$ cat src/core/hcw_pkg.sv
package hcw_pkg;

    // ------------------------------------------------------------
    // Timing
    // ------------------------------------------------------------
    localparam int CLK_NS = 50;
    // Shortest time element; longer ones are whole multiples of it
    localparam int BASE_US = 100;
    localparam int BASE_CYC = BASE_US * 1000 / CLK_NS;
    localparam int CAR_PERIOD_NS = 25000;
    localparam int CAR_HALF_CYC = CAR_PERIOD_NS / 2 / CLK_NS;

    // ------------------------------------------------------------
    // Word layout, in time elements and bits
    // ------------------------------------------------------------
    localparam logic [6:0] PRE_TE = 7'h17;
    localparam logic [6:0] HDR_TE = 7'h0A;
    localparam logic [6:0] BIT_TE = 7'h03;
    localparam logic [6:0] GUARD_TE = 7'h27;
    localparam logic [6:0] GUARD_EXT_TE = 7'h3A;
    localparam logic [6:0] CRC_FIRST_BIT = 7'h41;
    localparam logic [6:0] LAST_BIT = 7'h42;

    localparam logic [9:0] TMO_WORDS_SLOW = 10'h100;
    localparam logic [9:0] TMO_WORDS_FAST = 10'h200;
    localparam logic [9:0] DELAY_WORDS_SLOW = 10'h01C;
    localparam logic [9:0] DELAY_WORDS_FAST = 10'h038;

    localparam logic [3:0] CODE_SEED_NOW = 4'h9;
    localparam logic [3:0] CODE_SEED_LATE = 4'h3;
    localparam logic [3:0] CODE_B_FIRST = 4'h8;

    // ------------------------------------------------------------
    // Register map (byte addresses) and option bits
    // ------------------------------------------------------------
    localparam logic [4:0] REG_CONFIG = 5'h00;
    localparam logic [4:0] REG_SERIAL = 5'h04;
    localparam logic [4:0] REG_HOP = 5'h08;
    localparam logic [4:0] REG_SEED = 5'h0C;
    localparam logic [4:0] REG_SYNC_A = 5'h10;
    localparam logic [4:0] REG_SYNC_B = 5'h14;
    localparam logic [4:0] REG_PLAIN = 5'h18;
    localparam logic [4:0] REG_STATUS = 5'h1C;

    localparam int CFG_AUTO_OFF = 0;
    localparam int CFG_DUAL = 1;
    localparam int CFG_SKIP = 2;
    localparam int CFG_FMT = 3;
    localparam int CFG_RATE = 4;
    localparam int CFG_MOD = 5;
    localparam int CFG_LONG = 6;
    localparam int CFG_SEED = 7;
    localparam int CFG_USER = 8;
    localparam int CFG_WRAP = 10;
    localparam logic [15:0] CFG_RESET = 16'h0000;
    localparam logic [15:0] CFG_WMASK = 16'h07FF;

    typedef enum logic [2:0] {
        HCW_IDLE = 3'h0,
        HCW_PRE = 3'h1,
        HCW_HDR = 3'h3,
        HCW_DATA = 3'h2,
        HCW_GUARD = 3'h6,
        HCW_TMO = 3'h7
    } hcw_state_t;

endpackage : hcw_pkg

$ cat src/core/hcw_transmitter.sv
// How it works
// With auto shutoff on, timing out drives data low and lamp off.
// The timed-out state is left only once every button reads low.
// With auto shutoff off, words repeat without limit while held.
// Time-out limit is 256 words at slow rate, 512 at fast rate.
// Dual counter mode: codes 1-7 use counter A, codes 8-15 counter B.
// Without dual counter mode every code uses counter A.
// Infrared mode sends codes 8 to 15 on counter B.
// Infrared mode gates each high pulse with a 25 us carrier.
// Carrier is divided from the same clock as the bit timing.
// Seed enabled: code 9 sends seed at once, code 3 after delay.
// Word: preamble, header, encrypted, fixed data, then guard.
// Data part is 67 bits: 32 encrypted then 35 fixed.
// Cipher input holds buttons, user, wrap, mode, serial and sync.
// Clear part: 28-bit serial, 4 buttons, low battery, 2 check bits.
// Long serial mode sends 32 serial bits instead of buttons.
// A started word finishes unless a different button aborts it; then idle if no button is held.
// At least two words per activation, more while held.
// A different button aborts the word and starts a new one.
// Skip mode sends every second word and idles the slot between.
// Bit rate select picks the fast or slow time element.
// Check bits run serially over the first 65 bits from zero.
// Lamp is low while word data goes out and high in guard.
// All timing counts one clock in units of the time element.
//
// Local design decisions: the Avalon-MM interface to the registers and the register addresses.
`timescale 1ns/10ps
`default_nettype none

module hcw_transmitter #(
    parameter int BASE_CYC = hcw_pkg::BASE_CYC,
    parameter int CAR_HALF_CYC = hcw_pkg::CAR_HALF_CYC
) (
    input wire logic sys_clk,
    input wire logic rstn,
    input wire logic [4:0] address,
    input wire logic read,
    input wire logic write,
    input wire logic [31:0] writedata,
    input wire logic [3:0] byteenable,
    output logic [31:0] readdata,
    output logic waitrequest,
    input wire logic [3:0] buttonIn,
    input wire logic lowBatteryIn,
    output logic dataOut,
    output logic lampN
);

    typedef struct packed {
        hcw_pkg::hcw_state_t st;
        logic [3:0] b1;
        logic [3:0] b2;
        logic [3:0] b3;
        logic [3:0] btn;
        logic [2:0] lb;
        logic lowBat;
        logic [3:0] code;
        logic [10:0] baseCnt;
        logic [1:0] teDiv;
        logic [6:0] ph;
        logic [6:0] bitIdx;
        logic [66:0] frame;
        logic [1:0] crc;
        logic [7:0] carCnt;
        logic car;
        logic [9:0] words;
        logic blank;
        logic [15:0] syncA;
        logic [15:0] syncB;
        logic [15:0] cfg;
        logic [31:0] serial;
        logic [31:0] hop;
        logic [31:0] seed;
        logic [31:0] rdata;
        logic waitReq;
        logic dataOut;
        logic lampN;
    } hcw_regs_t;

    hcw_regs_t r_q;
    hcw_regs_t r_d;

    logic pulse;
    logic teTick;
    logic segEnd;
    logic startAct;
    logic startWord;
    logic curBit;
    logic [6:0] segLen;
    logic [3:0] wc;
    logic [9:0] wNext;
    logic [9:0] tmoLimit;
    logic [31:0] enc;
    logic [31:0] clr;
    logic [31:0] rd;

    // ------------------------------------------------------------
    // Helpers
    // ------------------------------------------------------------
    function automatic logic use_b(input logic dual, input logic [3:0] c);
        use_b = dual && (c >= hcw_pkg::CODE_B_FIRST);
    endfunction : use_b

    // Time element as a count of 100 us steps, minus one
    function automatic logic [1:0] te_div_max(input logic [15:0] c);
        if (c[hcw_pkg::CFG_MOD]) begin
            te_div_max = c[hcw_pkg::CFG_RATE] ? 2'h1 : 2'h3;
        end else if (c[hcw_pkg::CFG_FMT]) begin
            te_div_max = c[hcw_pkg::CFG_RATE] ? 2'h0 : 2'h1;
        end else begin
            te_div_max = c[hcw_pkg::CFG_RATE] ? 2'h1 : 2'h3;
        end
    endfunction : te_div_max

    function automatic logic [31:0] merge(input logic [31:0] old,
        input logic [31:0] wd, input logic [3:0] be);
        merge = old;
        for (int i = 0; i < 4; i++) begin
            if (be[i]) begin
                merge[i*8 +: 8] = wd[i*8 +: 8];
            end
        end
    endfunction : merge

    function automatic logic word_state(input hcw_pkg::hcw_state_t s);
        word_state = (s == hcw_pkg::HCW_PRE) || (s == hcw_pkg::HCW_HDR) ||
            (s == hcw_pkg::HCW_DATA) || (s == hcw_pkg::HCW_GUARD);
    endfunction : word_state

    // ------------------------------------------------------------
    // Next state
    // ------------------------------------------------------------
    always_comb begin
        r_d = r_q;
        pulse = 1'b0;
        teTick = 1'b0;
        startAct = 1'b0;
        startWord = 1'b0;
        curBit = 1'b0;
        rd = 32'h0000_0000;

        // Pins: three stages, accepted once the last two agree
        r_d.b1 = buttonIn;
        r_d.b2 = r_q.b1;
        r_d.b3 = r_q.b2;
        if (r_q.b2 == r_q.b3) begin
            r_d.btn = r_q.b3;
        end
        r_d.lb = {r_q.lb[1:0], lowBatteryIn};
        if (r_q.lb[1] == r_q.lb[2]) begin
            r_d.lowBat = r_q.lb[2];
        end

        // Time element divider and carrier share sys_clk
        if (r_q.baseCnt == 11'(BASE_CYC - 1)) begin
            r_d.baseCnt = 11'h000;
            if (r_q.teDiv == te_div_max(r_q.cfg)) begin
                r_d.teDiv = 2'h0;
                teTick = 1'b1;
            end else begin
                r_d.teDiv = r_q.teDiv + 2'h1;
            end
        end else begin
            r_d.baseCnt = r_q.baseCnt + 11'h001;
        end
        if (r_q.carCnt == 8'(CAR_HALF_CYC - 1)) begin
            r_d.carCnt = 8'h00;
            r_d.car = !r_q.car;
        end else begin
            r_d.carCnt = r_q.carCnt + 8'h01;
        end

        case (r_q.st)
            hcw_pkg::HCW_PRE: segLen = hcw_pkg::PRE_TE;
            hcw_pkg::HCW_HDR: segLen = hcw_pkg::HDR_TE;
            hcw_pkg::HCW_DATA: segLen = hcw_pkg::BIT_TE;
            default: segLen = r_q.cfg[hcw_pkg::CFG_MOD] ?
                hcw_pkg::GUARD_EXT_TE : hcw_pkg::GUARD_TE;
        endcase
        segEnd = teTick && (r_q.ph == segLen - 7'h01);
        if (teTick) begin
            r_d.ph = segEnd ? 7'h00 : r_q.ph + 7'h01;
        end
        tmoLimit = r_q.cfg[hcw_pkg::CFG_RATE] ?
            hcw_pkg::TMO_WORDS_FAST : hcw_pkg::TMO_WORDS_SLOW;

        case (r_q.st)
            hcw_pkg::HCW_IDLE: begin
                startAct = (r_q.btn != 4'h0);
            end
            hcw_pkg::HCW_PRE: begin
                pulse = !r_q.ph[0];
                if (segEnd) begin
                    r_d.st = hcw_pkg::HCW_HDR;
                end
            end
            hcw_pkg::HCW_HDR: begin
                if (segEnd) begin
                    r_d.st = hcw_pkg::HCW_DATA;
                end
            end
            hcw_pkg::HCW_DATA: begin
                if (r_q.bitIdx == hcw_pkg::CRC_FIRST_BIT) begin
                    curBit = r_q.crc[1];
                end else if (r_q.bitIdx == hcw_pkg::LAST_BIT) begin
                    curBit = r_q.crc[0];
                end else begin
                    curBit = r_q.frame[r_q.bitIdx];
                end
                // One is a short high, zero a long high
                pulse = (r_q.ph == 7'h00) || (r_q.ph == 7'h01 && !curBit);
                if (segEnd) begin
                    if (r_q.bitIdx < hcw_pkg::CRC_FIRST_BIT) begin
                        r_d.crc[1] = r_q.crc[0] ^ curBit;
                        r_d.crc[0] = r_q.crc[0] ^ curBit ^ r_q.crc[1];
                    end
                    if (r_q.bitIdx == hcw_pkg::LAST_BIT) begin
                        r_d.st = hcw_pkg::HCW_GUARD;
                    end else begin
                        r_d.bitIdx = r_q.bitIdx + 7'h01;
                    end
                end
            end
            hcw_pkg::HCW_GUARD: begin
                if (segEnd) begin
                    r_d.words = r_q.words + 10'h001;
                    r_d.blank = r_q.cfg[hcw_pkg::CFG_SKIP] && !r_q.blank;
                    if (r_q.cfg[hcw_pkg::CFG_AUTO_OFF] &&
                        r_d.words == tmoLimit) begin
                        r_d.st = hcw_pkg::HCW_TMO;
                    end else if (r_q.btn != 4'h0 || r_q.words == 10'h000) begin
                        startWord = 1'b1;
                    end else begin
                        r_d.st = hcw_pkg::HCW_IDLE;
                    end
                end
            end
            hcw_pkg::HCW_TMO: begin
                if (r_q.btn == 4'h0) begin
                    r_d.st = hcw_pkg::HCW_IDLE;
                end
            end
            default: r_d.st = hcw_pkg::HCW_IDLE;
        endcase

        // A release never aborts, only a different button does
        if (word_state(r_q.st) && r_q.btn != 4'h0 && r_q.btn != r_q.code) begin
            startAct = 1'b1;
        end

        // ------------------------------------------------------------
        // Register bus: one wait cycle, write lands when it drops
        // ------------------------------------------------------------
        if (address == hcw_pkg::REG_CONFIG) begin
            rd = {16'h0000, r_q.cfg};
        end else if (address == hcw_pkg::REG_SERIAL) begin
            rd = r_q.serial;
        end else if (address == hcw_pkg::REG_HOP) begin
            rd = r_q.hop;
        end else if (address == hcw_pkg::REG_SEED) begin
            rd = r_q.seed;
        end else if (address == hcw_pkg::REG_SYNC_A) begin
            rd = {16'h0000, r_q.syncA};
        end else if (address == hcw_pkg::REG_SYNC_B) begin
            rd = {16'h0000, r_q.syncB};
        end else if (address == hcw_pkg::REG_PLAIN) begin
            rd = {r_q.code, r_q.cfg[hcw_pkg::CFG_USER +: 2],
                r_q.cfg[hcw_pkg::CFG_WRAP], r_q.cfg[hcw_pkg::CFG_DUAL],
                r_q.serial[7:0], use_b(r_q.cfg[hcw_pkg::CFG_DUAL], r_q.code) ?
                r_q.syncB : r_q.syncA};
        end else if (address == hcw_pkg::REG_STATUS) begin
            rd = {13'h0000, r_q.st, r_q.btn, r_q.blank, r_q.lowBat, r_q.words};
        end
        r_d.waitReq = 1'b1;
        if ((read || write) && r_q.waitReq) begin
            r_d.waitReq = 1'b0;
            r_d.rdata = read ? rd : 32'h0000_0000;
        end
        if (write && !r_q.waitReq) begin
            if (address == hcw_pkg::REG_CONFIG) begin
                r_d.cfg = 16'(merge({16'h0000, r_q.cfg}, writedata,
                    byteenable)) & hcw_pkg::CFG_WMASK;
            end else if (address == hcw_pkg::REG_SERIAL) begin
                r_d.serial = merge(r_q.serial, writedata, byteenable);
            end else if (address == hcw_pkg::REG_HOP) begin
                r_d.hop = merge(r_q.hop, writedata, byteenable);
            end else if (address == hcw_pkg::REG_SEED) begin
                r_d.seed = merge(r_q.seed, writedata, byteenable);
            end else if (address == hcw_pkg::REG_SYNC_A) begin
                r_d.syncA = 16'(merge({16'h0000, r_q.syncA}, writedata,
                    byteenable));
            end else if (address == hcw_pkg::REG_SYNC_B) begin
                r_d.syncB = 16'(merge({16'h0000, r_q.syncB}, writedata,
                    byteenable));
            end
        end

        // ------------------------------------------------------------
        // Word start; the counter step overrides a bus write
        // ------------------------------------------------------------
        wc = startAct ? r_q.btn : r_q.code;
        wNext = startAct ? 10'h000 : r_d.words;
        if (startAct) begin
            r_d.code = r_q.btn;
            r_d.words = 10'h000;
            r_d.blank = 1'b0;
            startWord = 1'b1;
            if (use_b(r_q.cfg[hcw_pkg::CFG_DUAL], r_q.btn)) begin
                r_d.syncB = r_q.syncB + 16'h0001;
                if (r_q.syncB == 16'hFFFF) begin
                    r_d.cfg[hcw_pkg::CFG_WRAP] = 1'b0;
                end
            end else begin
                r_d.syncA = r_q.syncA + 16'h0001;
                if (r_q.syncA == 16'hFFFF) begin
                    r_d.cfg[hcw_pkg::CFG_WRAP] = 1'b0;
                end
            end
        end
        if (r_q.cfg[hcw_pkg::CFG_SEED] && (wc == hcw_pkg::CODE_SEED_NOW ||
            (wc == hcw_pkg::CODE_SEED_LATE && wNext >= (r_q.cfg[
            hcw_pkg::CFG_RATE] ? hcw_pkg::DELAY_WORDS_FAST :
            hcw_pkg::DELAY_WORDS_SLOW)))) begin
            enc = r_q.seed;
        end else begin
            enc = r_q.hop;
        end
        clr = r_q.cfg[hcw_pkg::CFG_LONG] ? r_q.serial :
            {wc, r_q.serial[27:0]};
        if (startWord) begin
            r_d.st = hcw_pkg::HCW_PRE;
            r_d.ph = 7'h00;
            r_d.baseCnt = 11'h000;
            r_d.teDiv = 2'h0;
            r_d.bitIdx = 7'h00;
            r_d.crc = 2'h0;
            r_d.frame = {2'h0, r_q.lowBat, clr, enc};
        end

        // Outputs are registered one cycle behind the state
        r_d.dataOut = pulse && !r_q.blank &&
            (!r_q.cfg[hcw_pkg::CFG_DUAL] || r_q.car);
        r_d.lampN = !(word_state(r_q.st) && r_q.st != hcw_pkg::HCW_GUARD &&
            !r_q.blank);
    end

    always_ff @(posedge sys_clk) begin
        if (!rstn) begin
            r_q <= '0;
            r_q.st <= hcw_pkg::HCW_IDLE;
            r_q.cfg <= hcw_pkg::CFG_RESET;
            r_q.waitReq <= 1'b1;
            r_q.lampN <= 1'b1;
        end else begin
            r_q <= r_d;
        end
    end

    assign readdata = r_q.rdata;
    assign waitrequest = r_q.waitReq;
    assign dataOut = r_q.dataOut;
    assign lampN = r_q.lampN;
endmodule : hcw_transmitter

`default_nettype wire

$ cat config.mk
export PLATFORM = sky130hd
export DESIGN_NAME = hcw_transmitter
export DESIGN_NICKNAME = d
export VERILOG_FILES = /design/src/core/hcw_pkg.sv /design/src/core/hcw_transmitter.sv
export SDC_FILE = /design/constraint.sdc
export NUM_CORES = 1
export LEC_CHECK = 0
export ABC_AREA = 1
export ABC_CLOCK_PERIOD_IN_PS = 7200
export BUFFER_PORTS_ARGS = -buffer_cell sky130_fd_sc_hd__buf_4
export CAP_MARGIN = 20
export CORE_AREA = 2 2 232 234
export DETAILED_ROUTE_END_ITERATION = 16
export DIE_AREA = 0 0 234 236
export SYNTH_ARGS = -nofsm -noshare
export SYNTH_HDL_FRONTEND = slang
export SYNTH_SLANG_ARGS = --single-unit
$ cat constraint.sdc
create_clock -name sys_clk -period 7.2 [get_ports sys_clk]
set_input_delay 0.72 -clock sys_clk [delete_from_list [all_inputs] [get_ports sys_clk]]
set_output_delay 0.72 -clock sys_clk [all_outputs]
set_load 0.005 [all_outputs]
==> metrics.csv <==
metric,value,unit
run_status,completed,
use_met1,0.247,
synth_nets,2317,
worstMarginPinSlew,1.17,ns
fin_tns_setup,0,ns
synth_cell_types,49,
grt_util_met2,0.307,
hp-class,in -> reg,
worst-path-buf-inv,4,
path_max_fanout,23,
vdd_drop_max,184,uV
via_per_inst,5.19,
cts_setup_buffers,0,
synthMuxAreaShare,0.000636,
fin_cells,2959,
timing.final.crit_share,0.641,
clock_sinks,315,
first_pass_iters,6,
avgSynthCellArea,6.99,um2
worstSkewPairLatency,0.57,ns
end_kind,register,
cts_tree,yes,
worst_path_largest_cell_delay,0.82,ns
drt-initial-drc-count,1369,
synth_compound_area_frac,0.247,
pre_cts_ws,2.20,ns
syn_inst,2251,
n_fill_cell,5615,
power_density,300,nW/um2
grt.overflow.total,0,
initial_core_util,0.296,
hold_viol_final,0,
yosysWarnings,0,
fin_ws,2.59,ns
cpMostUsedCell,nor2_1,
fin_area,17900,um2
finalCriticalPeriod,4.61,ns
path_cells,"buf_4, nor2_1, nand2_1, nor2_1, inv_1, nor2_1, inv_2, nand2_1, inv_2, nand3_1, o21ai_0, a21oi_1, a211oi_1",
placed_area,16600,um2
ys_top_cells_by_area,"dfxtp_1 40%, o21ai_0 10%, a21oi_1 8.6%",
io_buffers,84,
final-seq-area,6310,um2
synth_fa_ha_area_frac,0.0127,
syn_to_final_growth,13.8,%
grt_max_degree,100,
clockBufferDepth,3,
via_count,15400,
clk_pin_slew_worst_paths,0.06,ns
post_cts_resized,0,
timing.rr.start,r_q[320],
dieArea,55200,um2
grt_util_all_layers,0.189,
synth_top_family_by_area,compound AO/OA/AOI/OAI gates,
drv_cap,0,
die_w,234,um
rsz0062_at_grt,false,
n_antenna_cell,0,
layout-drive-gt1-share,0.0853,
detail-route-antenna-nets,0,
synth_xor_area_frac,0.0228,
crit_start,address[1],
grt_pass1_vias,14500,
multiInputGateArea,7790,um2
critical_path_class,in -> reg,
wl_per_cell,17.8,um
ys_ff_latch,315,
yosysSeqAreaShare,0.401,
synth_edf_count,0,
cp.required,7.58,ns
routed_wl,52700,um
drv_slew,0,
ioPinCount,85,
synth_flop_cell,dfxtp_1,
rows,85,
cp.arrival,5.00,ns
cp_slowest_cell,nand2_1,
async_flop_share,0,
h-tree-depth,2,
cts_root_buf,clkbuf_16,
fmax,0.217,GHz
die_y,236,um
fin_nets,2304,
relSlewSlack,0.217,
worst_setup_path_start_kind,input port,
busiest_layer,met2,
grtUsageMet3,0.0307,
cp_top_family,simple AND/OR/NAND/NOR gates,
synth_largest_area_cell,dfxtp_1,
core,53100,um2
min_from,lowBatteryIn,
dp_cells,2894,
cts_hold_buf,0,
yosys.area_share.simple,0.212,
hpwlAfterDp,36600,um
setup-violations-final,0,
gp_congestion,0.919,
drc,0,
syn_area,15700,um2
p_leak,6.95,nW
skew,0.0316,ns
numCtsBuffers,36,
antenna_found_initial,0,
grt_pass1_wl,82000,um
synth_top_area_frac,0.401,
[where the power goes]
group          internal [mW]  switching (mW)  total, mW
logic                  0.377           0.892       1.27
registers               1.99           0.152       2.14
clock network           1.17           0.779       1.95
total                   3.54            1.82       5.37
[path summary, 6_finish.rpt]
kind	slack [ns]	depth (start not counted)	end
worst max-delay path	2.59	13	r_q[157]
worst min-delay path	0.34	3	r_d[301]
worst max register to register	3.00	18	r_q[232]
worst min register to register	0.41	2	r_d[308]
[worst register-to-register path: cells and delay by family, from the launching register on]
kind / cells / cell delay [ns]
AND/OR/NAND/NOR: 12 / 2.79
flip-flops: 1 / 0.42
AO/OA/AOI/OAI: 3 / 0.38
adder cells (fa/ha/maj): 1 / 0.30
buffers and inverters: 2 / 0.20
[cells in the mapped netlist (all sizes together), types with 21 or more instances]
master	number
clkbuf	101
buf	52
inv	233
nor2	287
o211ai	21
xor2	32
o21ai	328
nand3	100
o221ai	30
a211oi	24
nand4	21
nor3	28
a21oi	269
dfxtp	315
nand2	311
[sequential cells by signal (all words and copies together), names as in the netlist]
register	count
r_q	270
readdata	32
r_d	10
dataOut	1
lampN	1
waitrequest	1
[metrics by stage]
stage	power (mW)	util	hold slack, ns
detailed placement	3.43	0.313	0.400
CTS	5.38	0.337	0.316
global route	5.66	0.337	0.331
floorplan	3.03	-	0.390
global placement	3.40	0.313	0.393
finish	5.37	0.337	0.336
[area by class of cell]
cell class                      count  share of cell area
Sequential cell                   315               0.352
Inverter                          237              0.0497
Multi-Input combinational cell   1546               0.435
Timing Repair Buffer              102              0.0435
Clock inverter                     12              0.0111
Tap cell                          696              0.0487
Clock buffer                       51              0.0591
[cell families (layout without fill, tap and decap cells)]
group / after synthesis / in the layout
AND/OR/NAND/NOR: 777 / 777
AO/OA/AOI/OAI: 711 / 711
buffers and inverters: 390 / 402
XOR/XNOR: 41 / 41
multiplexers: 1 / 1
flip-flops: 315 / 315
adder cells (fa/ha/maj): 16 / 16
[placed cells by master, fill, tap and decap left out, drive strengths merged, types with 2 or more instances in the layout]
| cell | netlist | final |
|---|---|---|
| or2 | 3 | 3 |
| a211oi | 24 | 24 |
| nand3 | 100 | 100 |
| o21ai | 328 | 328 |
| nor3 | 28 | 28 |
| o22ai | 19 | 19 |
| xor2 | 32 | 32 |
| a21boi | 2 | 2 |
| nor4 | 13 | 13 |
| o2111ai | 4 | 4 |
| clkinvlp | 0 | 2 |
| ha | 16 | 16 |
| inv | 233 | 233 |
| nand4 | 21 | 21 |
| nand3b | 3 | 3 |
| nor3b | 8 | 8 |
| clkbuf | 101 | 51 |
| nor2 | 287 | 287 |
| xnor2 | 9 | 9 |
| o211ai | 21 | 21 |
| nand2 | 311 | 311 |
| a221oi | 6 | 6 |
| a21oi | 269 | 269 |
| buf | 52 | 102 |
| a311oi | 4 | 4 |
| o221ai | 30 | 30 |
| clkinv | 4 | 10 |
| bufinv | 0 | 4 |
| dfxtp | 315 | 315 |
[layer usage]
| metal | wire length (um) | vias to the layer above | share of wire |
|---|---|---|---|
| met1 | 22800 | 7199 | 0.43 |
| met4 | 2050 | 0 | 0.039 |
| met2 | 24400 | 512 | 0.46 |
| li1 | - | 7519 | - |
| met3 | 3390 | 122 | 0.064 |
| met5 | 0 | - | 0 |
(Power assumes the default switching activity.)
